$ cat config.mk
export PLATFORM = sky130hd
export DESIGN_NAME = brws_top
export DESIGN_NICKNAME = d
export VERILOG_FILES = /design/src/verilog/brws_pkg.sv /design/src/verilog/brws_addr_step.sv /design/src/verilog/brws_len_count.sv /design/src/verilog/brws_top.sv
export SDC_FILE = /design/constraint.sdc
export NUM_CORES = 1
export LEC_CHECK = 0
export BUFFER_PORTS_ARGS = -buffer_cell sky130_fd_sc_hd__clkbuf_2
export CORE_MARGIN = 5
export CORE_UTILIZATION = 45
export CTS_BUF_LIST = sky130_fd_sc_hd__clkbuf_16
export DETAILED_ROUTE_END_ITERATION = 8
export PLACE_DENSITY = 0.67
export SYNTH_ARGS = -nofsm -noshare
export SYNTH_HDL_FRONTEND = slang
export SYNTH_SLANG_ARGS = --single-unit
$ cat constraint.sdc
create_clock -name clk_i -period 5.7 [get_ports clk_i]
set_input_delay 0.57 -clock clk_i [delete_from_list [all_inputs] [get_ports clk_i]]
set_output_delay 0.57 -clock clk_i [all_outputs]
set_load 0.05 [all_outputs]
$ cat src/verilog/brws_pkg.sv
// brws_pkg: constants shared by the burst read wait sequencer files.
// assumes a single 50 MHz clock domain and no register bus.
package brws_pkg;
  localparam int          ADDR_W       = 16;
  localparam int          LAT_W        = 3;
  // burst length field encodings
  localparam logic [2:0]  BLEN_4       = 3'h1;
  localparam logic [2:0]  BLEN_8       = 3'h2;
  localparam logic [2:0]  BLEN_16      = 3'h3;
  localparam logic [2:0]  BLEN_CONT    = 3'h7;
  // configuration reset values (defaults)
  localparam logic        RST_ASYNC    = 1'h1;
  localparam logic        RST_POL_HIGH = 1'h1;
  localparam logic        RST_HOLD_TWO = 1'h1;
  localparam logic        RST_WDLY_EARLY = 1'h1;
  localparam logic        RST_NOWRAP   = 1'h1;
  localparam logic [2:0]  RST_BLEN     = 3'h7;
  localparam logic [2:0]  RST_LAT      = 3'h3;
  // row and group geometry, in word-address bits
  localparam int          GRP_BITS     = 2;
  localparam int          ROW_BITS     = 4;
  localparam logic [1:0]  GRP_LAST     = 2'h3;
  localparam logic [3:0]  ROW_LAST     = 4'hf;
  // clocks taken off latency for the row crossing delay of a last-of-group start
  localparam logic [2:0]  ROW_LAT_ADJ  = 3'h1;
endpackage

$ cat src/verilog/brws_addr_step.sv
// brws_addr_step: next burst address for wrap or linear ordering.
// assumes wrap is only applied for 4, 8 or 16 word lengths.
`timescale 1ns/10ps
module brws_addr_step #(
  parameter int ADDR_W = 16
) (
  input  wire logic [ADDR_W-1:0] addr_i,
  input  wire logic [2:0]        blen_i,
  input  wire logic              nowrap_i,
  output logic      [ADDR_W-1:0] next_o
);
  logic [ADDR_W-1:0] inc;
  logic [ADDR_W-1:0] wrap_mask;
  logic              do_wrap;

  // mask of address bits that cycle inside the aligned group
  assign inc       = addr_i + {{(ADDR_W-1){1'b0}}, 1'b1};
  assign wrap_mask = (blen_i == brws_pkg::BLEN_4)  ? ADDR_W'(4'h3) :
                     (blen_i == brws_pkg::BLEN_8)  ? ADDR_W'(4'h7) :
                     (blen_i == brws_pkg::BLEN_16) ? ADDR_W'(4'hf) : '0;
  // continuous bursts never wrap, whatever the wrap bit says
  assign do_wrap   = !nowrap_i && (wrap_mask != '0);
  assign next_o    = do_wrap ? ((addr_i & ~wrap_mask) | (inc & wrap_mask))
                             : inc;
endmodule

$ cat src/verilog/brws_len_count.sv
// brws_len_count: counts words left in a fixed-length burst.
// assumes start_i and word_i never pulse together.
`timescale 1ns/10ps
module brws_len_count (
  input  wire logic       clk_i,
  input  wire logic       rst_i,
  input  wire logic       start_i,
  input  wire logic [2:0] blen_i,
  input  wire logic       word_i,
  output logic            done_o
);
  logic [4:0] left_reg;
  logic [4:0] load_val;
  logic       cont_reg;

  // burst length decode, continuous never ends by count
  assign load_val = (blen_i == brws_pkg::BLEN_4)  ? 5'h04 :
                    (blen_i == brws_pkg::BLEN_8)  ? 5'h08 :
                    (blen_i == brws_pkg::BLEN_16) ? 5'h10 : 5'h00;
  // flags the final word, so the burst stops after exactly length words
  assign done_o   = !cont_reg && (left_reg == 5'h01);

  always_ff @(posedge clk_i) begin
    if (rst_i) begin
      left_reg <= 5'h00;
      cont_reg <= 1'b0;
    end else if (start_i) begin
      left_reg <= load_val;
      cont_reg <= (load_val == 5'h00);
    end else if (word_i && left_reg != 5'h00) begin
      left_reg <= left_reg - 5'h01;
    end
  end
endmodule

$ cat src/verilog/brws_top.sv
// Functional notes
// - synchronous array reads: wait deasserted only while valid data is on bus
// - synchronous status, id or query reads hold wait asserted
// - asynchronous read mode holds wait asserted
// - every write cycle drives wait asserted
// - wait floats with chip select off, driven when on; output enable ignored
// - each output word held one or two clocks per hold select
// - wait delay bit picks assert during delay or one cycle early
// - 4-word aligned linear bursts add no delay at first row crossing
// - misaligned linear bursts delay once, only on 16-word crossing
// - last-of-group start: crossing delay is latency minus one clocks
// - wait asserted during the row crossing delay
// - no-wrap and continuous bursts increment linearly across groups
// - polarity bit 0 asserts wait low, 1 asserts high
// - hold select 0 holds one clock, 1 holds two
// - wait delay bit 0 asserts during delay, 1 one cycle earlier
//
// brws_top: burst read output sequencer driving wait and the word address.
// assumes the array answers any address within one cycle; config arrives
// as plain level ports, latched on cfg_load_i.
`timescale 1ns/10ps
module brws_top #(
  parameter int ADDR_W = brws_pkg::ADDR_W
) (
  input  wire logic              clk_i,
  input  wire logic              rst_i,
  input  wire logic              chip_sel_i,
  input  wire logic              out_en_i,
  input  wire logic              write_i,
  input  wire logic              burst_start_i,
  input  wire logic [ADDR_W-1:0] start_addr_i,
  input  wire logic              part_array_i,
  input  wire logic              cfg_load_i,
  input  wire logic              cfg_async_i,
  input  wire logic [2:0]        cfg_lat_i,
  input  wire logic              cfg_wait_polarity_bit_i,
  input  wire logic              cfg_data_hold_select_i,
  input  wire logic              cfg_wait_delay_bit_i,
  input  wire logic              cfg_nowrap_i,
  input  wire logic [2:0]        cfg_blen_i,
  output logic                   wait_o,
  output logic                   wait_oe_o,
  output logic [ADDR_W-1:0]      word_addr_o,
  output logic                   data_valid_o,
  output logic                   end_of_row_condition_o
);
  typedef enum logic [2:0] {BRWS_IDLE, BRWS_LAT, BRWS_DATA, BRWS_ROWDLY, BRWS_DONE} brws_state_t;

  brws_state_t       state_reg, state_next;
  // read configuration register copy
  logic              async_reg;
  logic [2:0]        lat_reg;
  logic              pol_reg;
  logic              hold_two_reg;
  logic              wdly_early_reg;
  logic              nowrap_reg;
  logic [2:0]        blen_reg;
  // burst state
  logic [ADDR_W-1:0] addr_reg;
  logic [ADDR_W-1:0] addr_step;
  logic [2:0]        cnt_reg, cnt_next;
  logic              phase_reg, phase_next;
  logic              misalign_reg;
  logic              crossed_reg;
  logic              array_reg;
  logic              len_done;
  logic              word_adv;
  logic              row_cross;
  logic              delay_ahead;
  logic              busy_lvl;
  logic              wait_assert;
  logic              valid_now;
  logic              last_half;
  logic [2:0]        row_dly;
  logic              burst_take;
  logic              at_row_end;

  brws_addr_step #(
    .ADDR_W(ADDR_W)
  ) u_step (
    .addr_i   (addr_reg),
    .blen_i   (blen_reg),
    .nowrap_i (nowrap_reg),
    .next_o   (addr_step)
  );

  brws_len_count u_len (
    .clk_i   (clk_i),
    .rst_i   (rst_i),
    .start_i (burst_take),
    .blen_i  (blen_reg),
    .word_i  (word_adv),
    .done_o  (len_done)
  );

  // a word finishes on its last hold clock
  assign last_half   = !hold_two_reg || phase_reg;
  assign word_adv    = (state_reg == BRWS_DATA) && last_half;
  // crossing only matters for linear bursts; wrap never leaves the group
  // a start only counts when the sequencer really accepts it
  assign burst_take  = (state_reg == BRWS_IDLE) && (state_next == BRWS_LAT);
  assign at_row_end  = (addr_reg[brws_pkg::ROW_BITS-1:0] == brws_pkg::ROW_LAST);
  assign row_cross   = at_row_end
                       && (nowrap_reg || blen_reg == brws_pkg::BLEN_CONT)
                       && misalign_reg && !crossed_reg;
  // worst case for a last-of-group start is latency less one
  assign row_dly     = lat_reg - brws_pkg::ROW_LAT_ADJ;
  // early wait: flag the final data clock before the delay; the word itself
  // stays valid, so a one-clock hold loses no data
  assign delay_ahead = wdly_early_reg && row_cross && (state_reg == BRWS_DATA)
                       && last_half && !len_done;
  assign valid_now   = (state_reg == BRWS_DATA);
  // sync array read is the only case where wait carries meaning
  assign busy_lvl    = async_reg || write_i || !array_reg || !valid_now;
  assign wait_assert = busy_lvl || delay_ahead;

  // state sequencing
  always_comb begin
    state_next = state_reg;
    cnt_next   = cnt_reg;
    phase_next = phase_reg;
    case (state_reg)
      BRWS_IDLE: begin
        phase_next = 1'b0;
        if (burst_start_i && chip_sel_i && !write_i && !async_reg) begin
          state_next = BRWS_LAT;
          cnt_next   = lat_reg;
        end
      end
      BRWS_LAT: begin
        if (cnt_reg <= 3'h1) begin
          state_next = BRWS_DATA;
        end else begin
          cnt_next = cnt_reg - 3'h1;
        end
      end
      BRWS_DATA: begin
        phase_next = hold_two_reg ? !phase_reg : 1'b0;
        if (last_half) begin
          if (len_done) begin
            state_next = BRWS_DONE;
          end else if (row_cross && row_dly != 3'h0) begin
            state_next = BRWS_ROWDLY;
            cnt_next   = row_dly;
          end
        end
      end
      BRWS_ROWDLY: begin
        phase_next = 1'b0;
        if (cnt_reg <= 3'h1) begin
          state_next = BRWS_DATA;
        end else begin
          cnt_next = cnt_reg - 3'h1;
        end
      end
      BRWS_DONE: state_next = BRWS_DONE;
      default:   state_next = BRWS_IDLE;
    endcase
    if (!chip_sel_i || write_i) begin
      state_next = BRWS_IDLE;
    end
  end

  // configuration copy, defaults after reset
  always_ff @(posedge clk_i) begin
    if (rst_i) begin
      async_reg      <= brws_pkg::RST_ASYNC;
      lat_reg        <= brws_pkg::RST_LAT;
      pol_reg        <= brws_pkg::RST_POL_HIGH;
      hold_two_reg   <= brws_pkg::RST_HOLD_TWO;
      wdly_early_reg <= brws_pkg::RST_WDLY_EARLY;
      nowrap_reg     <= brws_pkg::RST_NOWRAP;
      blen_reg       <= brws_pkg::RST_BLEN;
    end else if (cfg_load_i) begin
      async_reg      <= cfg_async_i;
      lat_reg        <= cfg_lat_i;
      pol_reg        <= cfg_wait_polarity_bit_i;
      hold_two_reg   <= cfg_data_hold_select_i;
      wdly_early_reg <= cfg_wait_delay_bit_i;
      nowrap_reg     <= cfg_nowrap_i;
      blen_reg       <= cfg_blen_i;
    end
  end

  // burst address and crossing bookkeeping
  always_ff @(posedge clk_i) begin
    if (rst_i) begin
      state_reg    <= BRWS_IDLE;
      cnt_reg      <= 3'h0;
      phase_reg    <= 1'b0;
      addr_reg     <= '0;
      misalign_reg <= 1'b0;
      crossed_reg  <= 1'b0;
      array_reg    <= 1'b0;
    end else begin
      state_reg <= state_next;
      cnt_reg   <= cnt_next;
      phase_reg <= phase_next;
      if (burst_take) begin
        addr_reg     <= start_addr_i;
        misalign_reg <= (start_addr_i[brws_pkg::GRP_BITS-1:0] != 2'h0);
        crossed_reg  <= 1'b0;
        array_reg    <= part_array_i;
      end else if (word_adv && !len_done) begin
        addr_reg <= addr_step;
        if (at_row_end) begin
          crossed_reg <= 1'b1;
        end
      end
    end
  end

  // registered pin outputs; out_en_i deliberately plays no part
  always_ff @(posedge clk_i) begin
    if (rst_i) begin
      wait_o                 <= brws_pkg::RST_POL_HIGH;
      wait_oe_o              <= 1'b0;
      word_addr_o            <= '0;
      data_valid_o           <= 1'b0;
      end_of_row_condition_o <= 1'b0;
    end else begin
      wait_oe_o              <= chip_sel_i;
      wait_o                 <= wait_assert ? pol_reg : !pol_reg;
      word_addr_o            <= addr_reg;
      data_valid_o           <= valid_now && array_reg && !async_reg && !write_i;
      end_of_row_condition_o <= (state_reg == BRWS_ROWDLY) || delay_ahead;
    end
  end
endmodule

==> flow_summary.yaml, run 1 <==
outcome:
  status: "finished clean"
die:
  core.rowCount: 29
  coreArea_sq_um: 6280
  design.die.area_sq_um: 8080
  die-height_um: 89.9
  num_io_pins: 55
  dieWidth_um: 89.9
  initial_core_util_pct: 45.7
clocking:
  tritoncts: "done"
  hold_buffers: 0
  numCtsBuffers: 9
  ctsResizeCount: 0
  clock_sinks: 63
  cts_setup_buffers: 0
  cts_max_level: 3
  clock-root-buffer: "clkbuf_16"
  cts.clk_slew.worst_paths_ns: 0.05
  clk_latency_ns: 0.33
  clock_tree.buffer_depth: 2
synthesis:
  synth_area_leaders: "dfxtp_1 44%, nor2_1 4.4%, nor2b_1 4.4%"
  synth_fa_ha_area_share_pct: 3.49
  synth-async-reset-ratio_pct: 0
  ys_types: 50
  yosys.area_share.xor_xnor_pct: 4.88
  yosysSeqAreaShare_pct: 43.9
  syn-num-nets: 366
  synth_top_family_by_area: "simple AND/OR/NAND/NOR gates"
  synth_ff_type: "dfxtp_1"
  yosys_warnings: 0
  synth.area.mux_share_pct: 3.14
  synth_simple_gate_area_share_pct: 25.4
  synth_compound_area_share_pct: 15.4
  synth.top_cell.area_share_pct: 43.9
  synth_area_per_cell_sq_um: 8.89
  ys_ff_latch: 63
  synthCells: 323
  yosysMostFrequentCell: "dfxtp_1"
  syn_area_sq_um: 2870
  synth_edf_count: 0
  synth_common_cells: "63 x dfxtp_1, 34 x nor2_1, 24 x nand2_1"
  synth_top_area_cell: "dfxtp_1"
sta:
  maxSlewHeadroom_pct: 33.3
  fmax_ghz: 0.380
  fin_crit_ns: 2.63
  fin_tns_setup_ns: 0
  finClkSkew_ns: 0.00577
  finalHoldViolCount: 0
  finalSetupViolCount: 0
  drv_slew: 0
  rsz0062_at_grt: "no"
  min_period_over_period_pct: 46.2
  max_slew.worst_pin.slew_ns: 0.998
global_route:
  grt_usage_pct: 16.4
  grt_first_pass_wirelength_mm: 10.9
  antenna_found_initial: 0
  gr-total-overflow: 0
  grt_start_max_net_pins: 48
  grt_pass1_vias: 2302
layout:
  synthToLayoutAreaGrowth_pct: 20.0
  drive_above_1_share_pct: 19.8
  fin_nets: 412
  largest_reg_flops: 16
  diodes: 0
  nFillCells: 596
power_and_ir_drop:
  sw_frac_of_total_pct: 21.9
  ir_drop_uv: 253
  p_int_w: 0.000803
  p_leak_nw: 1.36
  power_frac_seq_pct: 44.8
  p_per_area_nw_per_um2: 298
  p_sw_w: 0.000225
  clock_power_share_pct: 50.0
  p_comb_share_pct: 5.2
  power_w: 0.00103
critical_path:
  critPathKind: "reg -> reg"
  endpoint_kind: "flop"
  crit_buf_inv: 1
  max_stage_delay_ns: 0.93
  crit_family: "compound AO/OA/AOI/OAI gates"
  worst_setup_path_start_kind: "flop"
  crit_chain: "inv_1 -> ha_1 -> nor2b_1 -> a2111oi_2 -> a311oi_1 -> nor3_1 -> a31o_2"
  cp_max_fo: 8
  timing.rr.start: "u_len.left_reg[1]"
  cp.arrival_ns: 2.90
  cp_slowest_cell: "a2111oi_2"
  required_ns: 5.97
  crit_start: "u_len.left_reg[1]"
min_path:
  hp-start: "array_reg"
  worstHoldPathType: "reg -> reg"
placement:
  io_buffers: 53
  dpl.hpwl_mm: 4.44
  gp_congestion: 0.830
detailed_routing:
  top_layer_used: "met4"
  wire_per_inst_um: 14.1
  met2_length_mm: 2.90
  wl_mm: 6.33
  route.layer.met1.wl_mm: 2.93
  drc: 0
  dr.pass1.iters: 4
  vias: 2443
  postRouteAntennaNets: 0
  viasPerCell: 5.43
  wl_met3_um: 425
  drt-initial-drc-count: 88
flow_run:
  drv_cap: 0
-- stage by stage --
stage | util (%) | cells | worst slack [ns] | cell area (sq um) | hold WS, ns
after floorplan | - | 323 | 3.28 | 2870 | 0.437
after global placement | 50.4 | 435 | 3.05 | 3170 | 0.445
after detailed placement | 50.4 | 435 | 3.01 | 3170 | 0.451
after CTS | 54.9 | 450 | 3.04 | 3440 | 0.449
after global routing | 54.9 | 450 | 2.75 | 3440 | 0.450
final | 54.9 | 450 | 3.07 | 3440 | 0.457
-- kinds of logic (layout without fill, tap and decap cells) --
family | after synthesis | in the layout
xor+xnor | 16 | 16
flops | 63 | 63
compound gates | 62 | 62
fa+ha+maj | 8 | 8
mux | 9 | 9
simple gates | 137 | 137
buf+inv | 28 | 78
-- worst register-to-register path, cell delays in order, from the launching register on --
cell	delay [ns]
dfxtp_1	0.34
inv_1	0.08
ha_1	0.19
nor2b_1	0.17
a2111oi_2	0.93
a311oi_1	0.45
nor3_1	0.29
a31o_2	0.13
-- cell type report --
cell class	instances	area [sq um]	area share [%]
Multi-Input combinational cell	232	1500	43.6
Sequential cell	63	1260	36.6
Timing Repair Buffer	54	273	7.92
Clock buffer	9	225	6.54
Tap cell	77	96.3	2.80
Clock inverter	6	52.6	1.53
Inverter	9	33.8	0.981
-- cells in the final DEF (no fill, tap or decap), types with 11 or more instances in the layout --
cell type	instances
nor2b_1	20
nor3_1	16
a21oi_1	11
xnor2_1	12
dfxtp_1	63
a211oi_1	12
nand2_1	24
clkbuf_2	53
nor2_1	34
-- layer usage --
metal / GRT usage, % / up-vias
li1: - / 1254
met1: 21.2 / 1102
met2: 24.5 / 77
met3: 7.76 / 10
met4: 4.71 / 0
met5: 0 / -
-- power groups by stage --
stage	Clock [W]	Sequential [W]	Combinational (W)
finish	0.000514	0.000460	0.0000537
global route	0.000554	0.000460	0.0000601
CTS	0.000527	0.000459	0.0000547
detailed placement	0	0.000468	0.0000543
global placement	0	0.000468	0.0000535
floorplan	0	0.000470	0.0000324
-- final timing paths --
| check | to | slack [ns] | depth (start not counted) |
|---|---|---|---|
| min reg2reg | array_reg | 0.46 | 2 |
| max | cnt_reg[1] | 3.07 | 7 |
| min | array_reg | 0.46 | 2 |
| max reg2reg | cnt_reg[1] | 3.07 | 7 |
(Power assumes the default switching activity.)
==> inputs of run 2 (changes only) <==
==> constraint.sdc (replaced) <==
create_clock -name clk_i -period 2.7 [get_ports clk_i]
set_input_delay 0.27 -clock clk_i [delete_from_list [all_inputs] [get_ports clk_i]]
set_output_delay 0.27 -clock clk_i [all_outputs]
set_load 0.05 [all_outputs]
==> run 2 against run 1 <==
  * Clock skew decreased by 0.0024 ns
  * Clock power is 110% higher
  * Via count rose by 2.5%
  * Total power increased by 110%
  * Global-route usage increased by 0.22 points
  * Wire length rose by 3.5%
  * First-iteration DRC count fell by 2.3%
  * Non-clock buffer count grew 10
  * Maximum frequency grew 7.8%
==> flow_summary.yaml, run 2 (synthesis results as in run 1) <==
outcome:
  status: "finished clean"
critical_path:
  cp_max_fo: 4
  critPathKind: "reg -> reg"
  r2r-end: "addr_reg[15]"
  r2r_slack_ns: 0.26
  timing.rr.start: "u_len.left_reg[1]"
  reg2regPathDepth: 7
  worst_setup_path_start_kind: "flop"
  cp.arrival_ns: 2.67
  endpoint_kind: "flop"
  required_ns: 2.93
clocking:
  cts_max_level: 3
  clock-root-buffer: "clkbuf_16"
  clk_latency_ns: 0.32
  tritoncts: "done"
  ctsResizeCount: 0
  cts.clk_slew.worst_paths_ns: 0.05
  clock_sinks: 63
  cts_setup_buffers: 0
  hold_buffers: 0
  clock_tree.buffer_depth: 2
  numCtsBuffers: 9
layout:
  synthToLayoutAreaGrowth_pct: 23.0
  fin_nets: 422
  nFillCells: 585
  final_cell_mix: "63 x dfxtp_1, 53 x clkbuf_2, 34 x nor2_1"
  stdcell_count: 461
  regArea_sq_um: 1260
  layout_commonest_cell: "dfxtp_1"
  largest_reg_flops: 16
  fin_area_sq_um: 3530
  multi_input_area_sq_um: 1500
  drive_above_1_share_pct: 22.4
  diodes: 0
detailed_routing:
  drt-initial-drc-count: 86
  drc: 0
  viasPerCell: 5.43
  vias: 2503
  dr.pass1.iters: 4
  wl_mm: 6.55
  postRouteAntennaNets: 0
  wire_per_inst_um: 14.2
power_and_ir_drop:
  p_per_area_nw_per_um2: 620
  clock_power_share_pct: 50.4
  sw_frac_of_total_pct: 22.1
  power_frac_seq_pct: 44.3
  p_leak_nw: 1.41
  p_comb_share_pct: 5.3
  ir_drop_uv: 395
  p_sw_w: 0.000484
  p_int_w: 0.00170
sta:
  min_period_over_period_pct: 90.5
  finalSetupViolCount: 0
  maxSlewHeadroom_pct: 33.2
  fin_ws_ns: 0.257
  drv_slew: 0
  fmax_ghz: 0.409
  fin_crit_ns: 2.44
  worst_hold_slack_ns: 0.155
  finClkSkew_ns: 0.00335
  max_slew.worst_pin.slew_ns: 0.996
  fin_tns_setup_ns: 0
  rsz0062_at_grt: "no"
  finalHoldViolCount: 0
min_path:
  whs_endpoint: "wait_oe_o"
  worstHoldPathType: "in -> reg"
  hp-start: "rst_i"
  hold-path-cell-count: 2
placement:
  post_dp_cell_area_sq_um: 3240
  dp.cells: 445
  place_worst_setup_slack_ns: 0.261
  gp_congestion: 0.881
  io_buffers: 53
  dpl.hpwl_mm: 4.62
die:
  initial_core_util_pct: 45.7
  coreArea_sq_um: 6280
  die-height_um: 89.9
  dieWidth_um: 89.9
  num_io_pins: 55
  design.die.area_sq_um: 8080
  core.rowCount: 29
flow_run:
  drv_cap: 0
global_route:
  antenna_found_initial: 0
  grt_first_pass_wirelength_mm: 11.3
  grt_pass1_vias: 2459
  grt_usage_pct: 16.7
  gr-total-overflow: 0
  grt_start_max_net_pins: 46
==> run 2: worst max-delay path by stage <==
stage / startpoint / end / slack (ns) / depth (start not counted)
floorplan: u_len.left_reg[1] / addr_reg[15] / 0.28 / 8
global placement: u_len.left_reg[1] / addr_reg[15] / 0.34 / 7
detailed placement: u_len.left_reg[1] / addr_reg[15] / 0.26 / 7
CTS: u_len.left_reg[1] / addr_reg[15] / 0.24 / 7
global route: u_len.left_reg[1] / addr_reg[15] / 0.14 / 7
finish: u_len.left_reg[1] / addr_reg[15] / 0.26 / 7
==> run 2: layout make-up <==
type	count	share of cell area, %
Timing Repair Buffer	64	9.85
Multi-Input combinational cell	232	42.6
Sequential cell	63	35.7
Tap cell	77	2.73
Clock buffer	9	6.38
Inverter	9	0.957
Clock inverter	7	1.81
==> run 2: worst max-delay path, cell delays in order (launching register included) <==
cell and delay, ns:
dfxtp_1 0.34, inv_1 0.08, ha_1 0.17, nor2b_1 0.17, a2111o_1 0.46, or4b_4 0.56
or3_1 0.32, a311oi_1 0.26
==> run 2: routing by layer <==
metal  wire length (um)  up-vias  global-route usage [%]
li1                   -     1279                       -
met1               3070     1143                    21.0
met2               3010       71                    26.3
met3                368       10                    4.51
met4                102        0                    7.94
met5                  0        -                       0
==> run 2: power by group through the flow <==
stage          clock network [W]  registers [W]  logic [W]
2_1_floorplan                  0       0.000991  0.0000683
3_3_place_gp                   0       0.000988   0.000115
3_5_place_dp                   0       0.000989   0.000116
4_1_cts                  0.00113       0.000969   0.000117
5_1_grt                  0.00116       0.000972   0.000129
6_report                 0.00110       0.000970   0.000116
==> run 2: stage by stage <==
step / utilization, % / power [W]
floorplan: - / 0.00106
global placement: 51.6 / 0.00110
detailed placement: 51.6 / 0.00111
CTS: 56.2 / 0.00221
global route: 56.2 / 0.00226
finish: 56.2 / 0.00219
